===== src/core/status_sleep_defines.svh =====
// What this block does
// - Command 0Eh returns one signal-mode status byte, D7 first.
// - Signal-mode bits D7, D6 and D1 always read zero.
// - Signal-mode D5 follows the horizontal sync flag.
// - Signal-mode D4 follows the vertical sync flag.
// - Signal-mode D3 follows the pixel clock line level.
// - Signal-mode D2 follows the data enable flag.
// - Both status reads are answered in every power state.
// - Command 0Fh returns one self-diagnostic result byte, D7 first.
// - Diagnostic D7 register load, D6 functionality; D5 to D1 read zero.
// - Diagnostic D0 is one when checksums differ, zero when equal.
// - Command 10h, no parameters, enters the lowest-power sleep state.
// - Asleep: converter off, oscillator stopped, panel scanning halted.
// - Sleep entry ignored when asleep; only command 11h leaves sleep.
// - Sleep entry completes about 120 ms after the command; up to 160 ms when no pixel frames arrive.
// - Entry order: blank, drain panel, stop converter, stop oscillator, sleep.
// - Source outputs blank for over one frame before the shutdown.
`ifndef STATUS_SLEEP_DEFINES_SVH
`define STATUS_SLEEP_DEFINES_SVH

// ----------------------------------------------------------------
// Command codes
// ----------------------------------------------------------------
`define CMD_SW_RESET 8'h01
`define CMD_READ_SIGNAL_MODE 8'h0e
`define CMD_READ_SELF_DIAG 8'h0f
`define CMD_SLEEP_ENTRY 8'h10
`define CMD_SLEEP_EXIT 8'h11

// ----------------------------------------------------------------
// Status byte fields and reset values
// ----------------------------------------------------------------
`define SM_HSYNC_BIT 5
`define SM_VSYNC_BIT 4
`define SM_PCLK_BIT 3
`define SM_DE_BIT 2
`define DIAG_REG_LOAD_BIT 7
`define DIAG_FUNC_BIT 6
`define DIAG_CHECKSUM_BIT 0
`define SIGNAL_MODE_RESET 8'h00
`define SELF_DIAG_RESET 8'h00

// ----------------------------------------------------------------
// Timing
// ----------------------------------------------------------------
`define CLOCK_HZ 40000000
`define HZ_PER_MHZ 1000000
`define TICK_CYCLES (`CLOCK_HZ / `HZ_PER_MHZ)
`define SLEEP_ENTRY_TIME_US 120000
`define BLANK_TIME_US 40000
`define DRAIN_TIME_US 40000
`define DCDC_OFF_TIME_US 20000
`define OSC_OFF_TIME_US 20000
`define FRAMES_BEFORE_SHUTDOWN 2
`define TIMER_WIDTH 18

`endif


===== src/core/status_sleep_pkg.sv =====
package status_sleep_pkg;

    // ------------------------------------------------------------
    // Types
    // ------------------------------------------------------------
    typedef logic [7:0] status_byte_t;

    typedef enum logic [2:0]
    {
        ST_ASLEEP,
        ST_AWAKE,
        ST_BLANK,
        ST_DRAIN,
        ST_DCDC_OFF,
        ST_OSC_OFF
    } sleep_state_t;

endpackage : status_sleep_pkg


===== src/core/sleep_delay_timer.sv =====
module sleep_delay_timer
#(
    parameter int unsigned COUNT_W = 18,
    parameter int unsigned TICK_DIV = 40
)
(
    input wire logic i_clk,
    input wire logic i_rst_n,
    input wire logic i_load,
    input wire logic [COUNT_W-1:0] i_count,
    output logic o_expired
);

    localparam int unsigned DIV_W = (TICK_DIV > 1) ? $clog2(TICK_DIV) : 1;
    localparam logic [DIV_W-1:0] DIV_LAST = DIV_W'(TICK_DIV - 1);

    // ------------------------------------------------------------
    // Elaboration checks
    // ------------------------------------------------------------
    generate
        if (TICK_DIV < 1 || COUNT_W < 2)
        begin : g_bad_params
            $error("timer tick divider or count width too small");
        end
    endgenerate

    logic [DIV_W-1:0] div_q;
    logic tick_us;
    logic [COUNT_W-1:0] remain_q;
    logic running_q;

    // Microsecond enable, restarted on load so delays are exact
    always_ff @(posedge i_clk)
    begin
        if (!i_rst_n || i_load || div_q == DIV_LAST)
            div_q <= '0;
        else
            div_q <= div_q + 1'b1;
    end

    assign tick_us = (div_q == DIV_LAST);

    // Countdown in microseconds, one pulse at zero
    always_ff @(posedge i_clk)
    begin
        if (!i_rst_n)
        begin
            remain_q <= '0;
            running_q <= 1'b0;
            o_expired <= 1'b0;
        end
        else if (i_load)
        begin
            remain_q <= i_count;
            running_q <= 1'b1;
            o_expired <= 1'b0;
        end
        else if (running_q && tick_us)
        begin
            remain_q <= remain_q - 1'b1;
            running_q <= (remain_q > COUNT_W'(1));
            o_expired <= (remain_q <= COUNT_W'(1));
        end
        else
        begin
            o_expired <= 1'b0;
        end
    end

endmodule : sleep_delay_timer


===== src/core/status_readback_and_sleep_entry.sv =====
`include "status_sleep_defines.svh"

module status_readback_and_sleep_entry
#(
    parameter int unsigned BLANK_US = `BLANK_TIME_US,
    parameter int unsigned DRAIN_US = `DRAIN_TIME_US,
    parameter int unsigned DCDC_OFF_US = `DCDC_OFF_TIME_US,
    parameter int unsigned OSC_OFF_US = `OSC_OFF_TIME_US,
    parameter int unsigned TICK_DIV = `TICK_CYCLES
)
(
    input wire logic I_CLOCK,
    input wire logic I_RST_N,
    // Decoded command bytes from the serial front end
    input wire logic I_CMD_VALID,
    input wire logic [7:0] I_CMD_CODE,
    // Pixel interface pins
    input wire logic I_HSYNC,
    input wire logic I_VSYNC,
    input wire logic I_PCLK,
    input wire logic I_DE,
    // Results of the self-diagnostic engine
    input wire logic I_DIAG_VALID,
    input wire logic I_DIAG_REG_LOAD,
    input wire logic I_DIAG_FUNC,
    input wire logic I_DIAG_CHECKSUM_DIFF,
    // Read answer
    output logic O_RD_VALID,
    output status_sleep_pkg::status_byte_t O_RD_DATA,
    // Power and panel control
    output logic O_DCDC_EN,
    output logic O_OSC_EN,
    output logic O_SCAN_EN,
    output logic O_SOURCE_BLANK,
    output logic O_PANEL_DRAIN,
    output logic O_ASLEEP,
    output logic O_SLEEP_BUSY
);

    import status_sleep_pkg::*;

    localparam int unsigned TMR_W = `TIMER_WIDTH;
    localparam logic [TMR_W-1:0] BLANK_LOAD = TMR_W'(BLANK_US);
    localparam logic [TMR_W-1:0] DRAIN_LOAD = TMR_W'(DRAIN_US);
    localparam logic [TMR_W-1:0] DCDC_LOAD = TMR_W'(DCDC_OFF_US);
    localparam logic [TMR_W-1:0] OSC_LOAD = TMR_W'(OSC_OFF_US);
    localparam logic [1:0] FRAMES_NEEDED = 2'(`FRAMES_BEFORE_SHUTDOWN);

    // ------------------------------------------------------------
    // Elaboration checks
    // ------------------------------------------------------------
    generate
        if (BLANK_US < 1 || DRAIN_US < 1 || DCDC_OFF_US < 1 || OSC_OFF_US < 1 ||
            BLANK_US >= (1 << TMR_W) || DRAIN_US >= (1 << TMR_W) || TICK_DIV < 1 ||
            DCDC_OFF_US >= (1 << TMR_W) || OSC_OFF_US >= (1 << TMR_W))
        begin : g_bad_params
            $error("phase time or tick divider out of range");
        end
    endgenerate

    // ------------------------------------------------------------
    // Pin synchronisers
    // ------------------------------------------------------------
    localparam int unsigned NPINS = 4;

    logic [NPINS-1:0] pin_raw;
    logic [NPINS-1:0] pin_meta_q;
    logic [NPINS-1:0] pin_sync_q;

    assign pin_raw = {I_DE, I_PCLK, I_VSYNC, I_HSYNC};

    // Two flops per pin; only the second stage is read
    generate
        for (genvar p = 0; p < NPINS; p++)
        begin : g_pin_sync
            always_ff @(posedge I_CLOCK)
            begin
                if (!I_RST_N)
                begin
                    pin_meta_q[p] <= 1'b0;
                    pin_sync_q[p] <= 1'b0;
                end
                else
                begin
                    pin_meta_q[p] <= pin_raw[p];
                    pin_sync_q[p] <= pin_meta_q[p];
                end
            end
        end
    endgenerate

    wire logic hsync_flag = pin_sync_q[0];
    wire logic vsync_flag = pin_sync_q[1];
    wire logic pclk_level = pin_sync_q[2];
    wire logic data_enable_flag = pin_sync_q[3];

    // Previous vertical sync level for frame start detection
    logic vsync_prev_q;
    logic frame_start;

    always_ff @(posedge I_CLOCK)
    begin
        if (!I_RST_N)
            vsync_prev_q <= 1'b0;
        else
            vsync_prev_q <= vsync_flag;
    end

    assign frame_start = vsync_flag && !vsync_prev_q;

    // ------------------------------------------------------------
    // Command decode
    // ------------------------------------------------------------
    logic read_signal_mode_cmd;
    logic read_self_diag_cmd;
    logic sleep_entry_cmd;
    logic sleep_exit_cmd;
    logic sw_reset_cmd;

    // Status reads decode regardless of power state
    always_comb
    begin
        read_signal_mode_cmd = I_CMD_VALID && (I_CMD_CODE == `CMD_READ_SIGNAL_MODE);
        read_self_diag_cmd = I_CMD_VALID && (I_CMD_CODE == `CMD_READ_SELF_DIAG);
        sleep_entry_cmd = I_CMD_VALID && (I_CMD_CODE == `CMD_SLEEP_ENTRY);
        sleep_exit_cmd = I_CMD_VALID && (I_CMD_CODE == `CMD_SLEEP_EXIT);
        sw_reset_cmd = I_CMD_VALID && (I_CMD_CODE == `CMD_SW_RESET);
    end

    // ------------------------------------------------------------
    // Status bytes
    // ------------------------------------------------------------
    status_byte_t signal_mode_status;
    status_byte_t self_diagnostic_result_q;

    // Live interface state; tearing bits and D1/D0 held at zero
    always_comb
    begin
        signal_mode_status = `SIGNAL_MODE_RESET;
        signal_mode_status[`SM_HSYNC_BIT] = hsync_flag;
        signal_mode_status[`SM_VSYNC_BIT] = vsync_flag;
        signal_mode_status[`SM_PCLK_BIT] = pclk_level;
        signal_mode_status[`SM_DE_BIT] = data_enable_flag;
    end

    // Diagnostic result captured from the self-check engine
    always_ff @(posedge I_CLOCK)
    begin
        if (!I_RST_N || sw_reset_cmd)
        begin
            self_diagnostic_result_q <= `SELF_DIAG_RESET;
        end
        else if (I_DIAG_VALID)
        begin
            self_diagnostic_result_q <= `SELF_DIAG_RESET;
            self_diagnostic_result_q[`DIAG_REG_LOAD_BIT] <= I_DIAG_REG_LOAD;
            self_diagnostic_result_q[`DIAG_FUNC_BIT] <= I_DIAG_FUNC;
            self_diagnostic_result_q[`DIAG_CHECKSUM_BIT] <= I_DIAG_CHECKSUM_DIFF;
        end
    end

    // ------------------------------------------------------------
    // Read answer
    // ------------------------------------------------------------
    // One-cycle valid; data holds until the next read
    always_ff @(posedge I_CLOCK)
    begin
        if (!I_RST_N)
        begin
            O_RD_VALID <= 1'b0;
            O_RD_DATA <= `SIGNAL_MODE_RESET;
        end
        else if (read_signal_mode_cmd)
        begin
            O_RD_VALID <= 1'b1;
            O_RD_DATA <= signal_mode_status;
        end
        else if (read_self_diag_cmd)
        begin
            O_RD_VALID <= 1'b1;
            O_RD_DATA <= self_diagnostic_result_q;
        end
        else
        begin
            O_RD_VALID <= 1'b0;
        end
    end

    // ------------------------------------------------------------
    // Sleep entry sequencer
    // ------------------------------------------------------------
    sleep_state_t state_q;
    logic tmr_load;
    logic [TMR_W-1:0] tmr_count;
    logic tmr_expired;
    logic [1:0] frames_q;
    logic blank_time_done_q;
    logic blank_ready;

    // Blanking can end once two frame starts passed and the blank time is up, so a whole frame was blank
    assign blank_ready = (frames_q == FRAMES_NEEDED);

    // Frame starts seen while the sources are blanked
    always_ff @(posedge I_CLOCK)
    begin
        if (!I_RST_N || state_q != ST_BLANK)
            frames_q <= '0;
        else if (frame_start && !blank_ready)
            frames_q <= frames_q + 1'b1;
    end

    // State transitions; during entry only software reset is acted on, forcing sleep
    always_ff @(posedge I_CLOCK)
    begin
        if (!I_RST_N || sw_reset_cmd)
        begin
            state_q <= ST_ASLEEP;
            blank_time_done_q <= 1'b0;
        end
        else
        begin
            case (state_q)
                ST_ASLEEP:
                    if (sleep_exit_cmd)
                        state_q <= ST_AWAKE;
                ST_AWAKE:
                begin
                    if (sleep_entry_cmd)
                    begin
                        state_q <= ST_BLANK;
                        blank_time_done_q <= 1'b0;
                    end
                end
                ST_BLANK:
                begin
                    if (tmr_expired)
                        blank_time_done_q <= 1'b1;
                    // Without pixel frames the second blank period stands in
                    if ((blank_time_done_q || tmr_expired) &&
                        (blank_ready || (blank_time_done_q && tmr_expired)))
                        state_q <= ST_DRAIN;
                end
                ST_DRAIN:
                    if (tmr_expired)
                        state_q <= ST_DCDC_OFF;
                ST_DCDC_OFF:
                    if (tmr_expired)
                        state_q <= ST_OSC_OFF;
                ST_OSC_OFF:
                    if (tmr_expired)
                        state_q <= ST_ASLEEP;
                default:
                    state_q <= ST_ASLEEP;
            endcase
        end
    end

    // Phase timer loads at each step of the entry sequence
    always_comb
    begin
        tmr_load = 1'b0;
        tmr_count = BLANK_LOAD;
        if (I_RST_N && !sw_reset_cmd)
        begin
            case (state_q)
                ST_AWAKE:
                    tmr_load = sleep_entry_cmd;
                ST_BLANK:
                begin
                    // Second blank period when no frames came; drain once both are done
                    tmr_load = tmr_expired || (blank_time_done_q && blank_ready);
                    tmr_count = (blank_ready || blank_time_done_q) ? DRAIN_LOAD : BLANK_LOAD;
                end
                ST_DRAIN:
                begin
                    tmr_load = tmr_expired;
                    tmr_count = DCDC_LOAD;
                end
                ST_DCDC_OFF:
                begin
                    tmr_load = tmr_expired;
                    tmr_count = OSC_LOAD;
                end
                default:
                    tmr_load = 1'b0;
            endcase
        end
    end

    sleep_delay_timer
    #(
        .COUNT_W(TMR_W),
        .TICK_DIV(TICK_DIV)
    )
    u_phase_timer
    (
        .i_clk(I_CLOCK),
        .i_rst_n(I_RST_N),
        .i_load(tmr_load),
        .i_count(tmr_count),
        .o_expired(tmr_expired)
    );

    // ------------------------------------------------------------
    // Power and panel outputs
    // ------------------------------------------------------------
    // Converter runs until drain ends; oscillator until its own step
    always_ff @(posedge I_CLOCK)
    begin
        if (!I_RST_N)
        begin
            O_DCDC_EN <= 1'b0;
            O_OSC_EN <= 1'b0;
            O_SCAN_EN <= 1'b0;
        end
        else
        begin
            O_DCDC_EN <= (state_q == ST_AWAKE) || (state_q == ST_BLANK) ||
                         (state_q == ST_DRAIN);
            O_OSC_EN <= (state_q != ST_ASLEEP) && (state_q != ST_OSC_OFF);
            O_SCAN_EN <= (state_q == ST_AWAKE) || (state_q == ST_BLANK) ||
                         (state_q == ST_DRAIN);
        end
    end

    // Blanking forced whatever the display on/off setting says
    always_ff @(posedge I_CLOCK)
    begin
        if (!I_RST_N)
        begin
            O_SOURCE_BLANK <= 1'b1;
            O_PANEL_DRAIN <= 1'b0;
        end
        else
        begin
            O_SOURCE_BLANK <= (state_q != ST_AWAKE);
            O_PANEL_DRAIN <= (state_q == ST_DRAIN);
        end
    end

    // Power state flags
    always_ff @(posedge I_CLOCK)
    begin
        if (!I_RST_N)
        begin
            O_ASLEEP <= 1'b1;
            O_SLEEP_BUSY <= 1'b0;
        end
        else
        begin
            O_ASLEEP <= (state_q == ST_ASLEEP);
            O_SLEEP_BUSY <= (state_q != ST_ASLEEP) && (state_q != ST_AWAKE);
        end
    end

endmodule : status_readback_and_sleep_entry


===== config.mk =====
export PLATFORM = sky130hd
export DESIGN_NAME = status_readback_and_sleep_entry
export DESIGN_NICKNAME = d
export VERILOG_FILES = /design/src/core/status_sleep_pkg.sv /design/src/core/sleep_delay_timer.sv /design/src/core/status_readback_and_sleep_entry.sv
export VERILOG_INCLUDE_DIRS = /design/src /design/src/core
export SDC_FILE = /design/constraint.sdc
export NUM_CORES = 1
export LEC_CHECK = 0
export ABC_AREA = 1
export BUFFER_PORTS_ARGS = -buffer_cell sky130_fd_sc_hd__clkbuf_2
export CELL_PAD_IN_SITES_DETAIL_PLACEMENT = 1
export CELL_PAD_IN_SITES_GLOBAL_PLACEMENT = 1
export CORE_MARGIN = 1
export CORE_UTILIZATION = 40
export DETAILED_ROUTE_END_ITERATION = 6
export PLACE_DENSITY_LB_ADDON = 0.1
export RECOVER_POWER = 100
export SLEW_MARGIN = 20
export SYNTH_ARGS = -nofsm -noshare
export SYNTH_HDL_FRONTEND = slang
export SYNTH_SLANG_ARGS = --single-unit
export TNS_END_PERCENT = 100

===== constraint.sdc =====
create_clock -name I_CLOCK -period 2 [get_ports I_CLOCK]
set_clock_uncertainty 0.1 [all_clocks]
set_input_delay 0 -clock I_CLOCK [delete_from_list [all_inputs] [get_ports I_CLOCK]]
set_output_delay 0 -clock I_CLOCK [all_outputs]
set_load 0.05 [all_outputs]

==> impl_metrics.toml <==
[outcome]
status = "finished with violations"
violations = "hold timing"

[finish]
area_growth_syn_to_layout_pct = 22.3
drive_gt1_share_pct = 12.8
num-nets-final = 465
fin_util_pct = 51.7
antenna_cells = 0
instances_no_fill = 524

[cts]
clock_latency_ps = 340
cts_num_sinks = 58
post_cts.repair.setup_buffers = 0
path_clk_slew_ps = 70
cts_buffers = 9
cts_tree = "built"
clockBufferDepth = 2
cts_root_buffer = "clkbuf_8"
h-tree-depth = 3

[critical_path]
cp_max_fo = 21
crit_type = "flip-flop to flip-flop"
rrSetupSlack_ps = 160
cp.arrival_ps = 2010
crit_path_end_kind = "flip-flop"
r2r_start = "frames_q[0]$_SDFFE_PP0P_"
startpoint = "frames_q[0]$_SDFFE_PP0P_"
worstPathRequired_ps = 2170
reg2reg_to = "u_phase_timer.div_q[3]$_SDFF_PP0_"
worstRegToRegCells = 11
cp-start-kind = "flip-flop"

[route]
vias = 2600
wirelength_um = 7090
viasPerCell = 4.96
drc = 0
antenna_left = 0
first_pass_iters = 6
drtIter0Drc = 73
wl_per_cell_um = 13.5

[die]
fp.dieW_um = 84.6
rows = 29
io-pin-count = 35
die_area_mm2 = 0.00716
initial_core_util_pct = 42.3
core_area_mm2 = 0.00646
die_h_um = 84.6

[job]
drv_cap = 0

[logic_synthesis]
synth_area_leader_cell = "dfxtp_1"
yosys_warnings = 0
syn-num-nets = 404
synthArstFlopShare_pct = 0
synth-seq-cells = 58
seq_area_frac_synth_pct = 42.5
synth_top_area_share_pct = 42.5
synth_edf_count = 0
synth.distinct_cells = 38
synth_commonest_cells = "nand2_1, nor2_1, dfxtp_1"
yosys_most_used_dff = "dfxtp_1"
synth.most_common_cell = "nand2_1"
syn-cell-area_mm2 = 0.00273
syn_avg_cell_area_um2 = 7.17
synthCells = 381
synthTopCellsByArea = "dfxtp_1, nand2_1, nor2_1"

[sta]
rsz0062_at_grt = "false"
setup_tns_ps = 0
drv_slew = 0
final.period_utilization_pct = 91.9
max_freq_mhz = 544
holdWs_ps = -2.52
slew_headroom_pct = 59.0
fin_crit_ps = 1840
hold_viol = 2
setup_viol = 0
tightest_slew_ps = 618

[global_routing]
first_global_vias = 2616
grt_max_degree = 22
grt_antenna_before_repair = 0
grt.total_usage_pct = 21.7
grt_pass1_wl_um = 12200
overflow = 0

[power]
max-vdd-ir-drop_uv = 438
power_density_mw_per_mm2 = 730
p_seq_share_pct = 48.3
p_comb_share_pct = 5.1
power.internal_mw = 1.87
power.net_switching_mw = 0.569
power_frac_clock_pct = 46.6
p_leak_nw = 1.55
p_sw_share_pct = 23.3

[place]
port_buffers = 33
gp_congestion = 0.799
hpwl_um = 5000
place_inst = 489

[min_path]
hp-start = "I_CMD_CODE[4]"
min_to = "O_RD_DATA[3]$_SDFFE_PN0P_"
hold_class = "primary input to flip-flop"
hold_path_depth = 6
per-stage QoR:
| stage | cell area [µm²] | hold slack (ps) | total power [mW] | setup WS (ps) |
|---|---|---|---|---|
| floorplan | 2730 | -2.37 | 1.26 | 427 |
| global placement | 2990 | 80.5 | 1.30 | 238 |
| global route | 3340 | 37.2 | 2.52 | 8.51 |
| finish | 3340 | -2.52 | 2.44 | 162 |
| CTS | 3390 | 0.964 | 2.46 | 113 |
| detailed placement | 2990 | 86.4 | 1.30 | 170 |
worst max-delay path, cell delays in order (launching register included):
cell     delay (ps)
dfxtp_1         320
inv_1            60
ha_1            230
nand2_1          70
nand2_1          50
nand2_1          70
nand2_1          70
inv_2            70
nand2_4          70
nand2_4         200
nand3_1         250
nor3b_2         200
power groups by stage:
| stage | Clock (mW) | Combinational (mW) | Sequential (mW) |
|---|---|---|---|
| CTS | 1.16 | 0.127 | 1.18 |
| finish | 1.14 | 0.124 | 1.18 |
| global placement | 0 | 0.0937 | 1.20 |
| detailed placement | 0 | 0.0975 | 1.20 |
| global route | 1.20 | 0.138 | 1.18 |
| floorplan | 0 | 0.0538 | 1.20 |
placed cells by master (no fill, tap or decap), drive strengths merged, types with 2 or more instances in the layout:
cell	count
nand2	90
nor2	64
dfxtp	58
clkbuf	47
inv	43
nand3	26
a21oi	23
dlygate4sd3	19
o21ai	17
nor3	11
xor2	9
nand4	6
buf	6
nand3b	4
ha	4
a31oi	3
xnor2	3
a211oi	2
clkinvlp	2
clkinv	2
final cells by class:
cell class	instances	area, µm²
multi-input combinational	269	1320
clock inverter	4	50.0
tap	77	96.3
inverter	44	165
timing repair buffer	60	389
sequential	58	1160
clock buffer	12	155
fill	860	3120
flip-flops by register name (all words and copies together) (netlist names), 2 cells and up:
| register | count |
|---|---|
| u_phase_timer.remain_q | 18 |
| O_RD_DATA | 7 |
| u_phase_timer.div_q | 6 |
| pin_meta_q | 4 |
| self_diagnostic_result_q | 3 |
| state_q | 3 |
| frames_q | 2 |
logic make-up after synthesis:
kind of cell / after synthesis / share of synthesized area, %
buffers and inverters: 54 / 8.29
XOR/XNOR: 12 / 3.85
AND/OR/NAND/NOR: 205 / 33.6
AO/OA/AOI/OAI: 46 / 9.39
flip-flops: 58 / 42.5
adder cells (fa/ha/maj): 4 / 1.83
other: 1 / 0.137
multiplexers: 1 / 0.366
per-layer routing:
metal	vias up	share of wire, %	GRT usage, %
li1	1336	-	-
met1	1216	47	26.9
met2	36	48	36.4
met3	12	2.8	3.74
met4	0	1.9	10.9
met5	-	0	0
worst max-delay path by stage:
stage / cells after the start / end
floorplan: 14 / u_phase_timer.remain_q[6]$_SDFFE_PN0P_
global placement: 11 / u_phase_timer.remain_q[6]$_SDFFE_PN0P_
detailed placement: 11 / u_phase_timer.remain_q[6]$_SDFFE_PN0P_
CTS: 11 / u_phase_timer.remain_q[6]$_SDFFE_PN0P_
global route: 9 / u_phase_timer.remain_q[10]$_SDFFE_PN0P_
finish: 11 / u_phase_timer.div_q[3]$_SDFF_PP0_
what timing repair did:
action                                 in CTS  in global routing
endpoints found under the hold margin      15                  0
hold buffers                               19                  0
gates resized for setup                     0                  1
setup endpoints to repair                   0                  1
(Power assumes the default switching activity.)
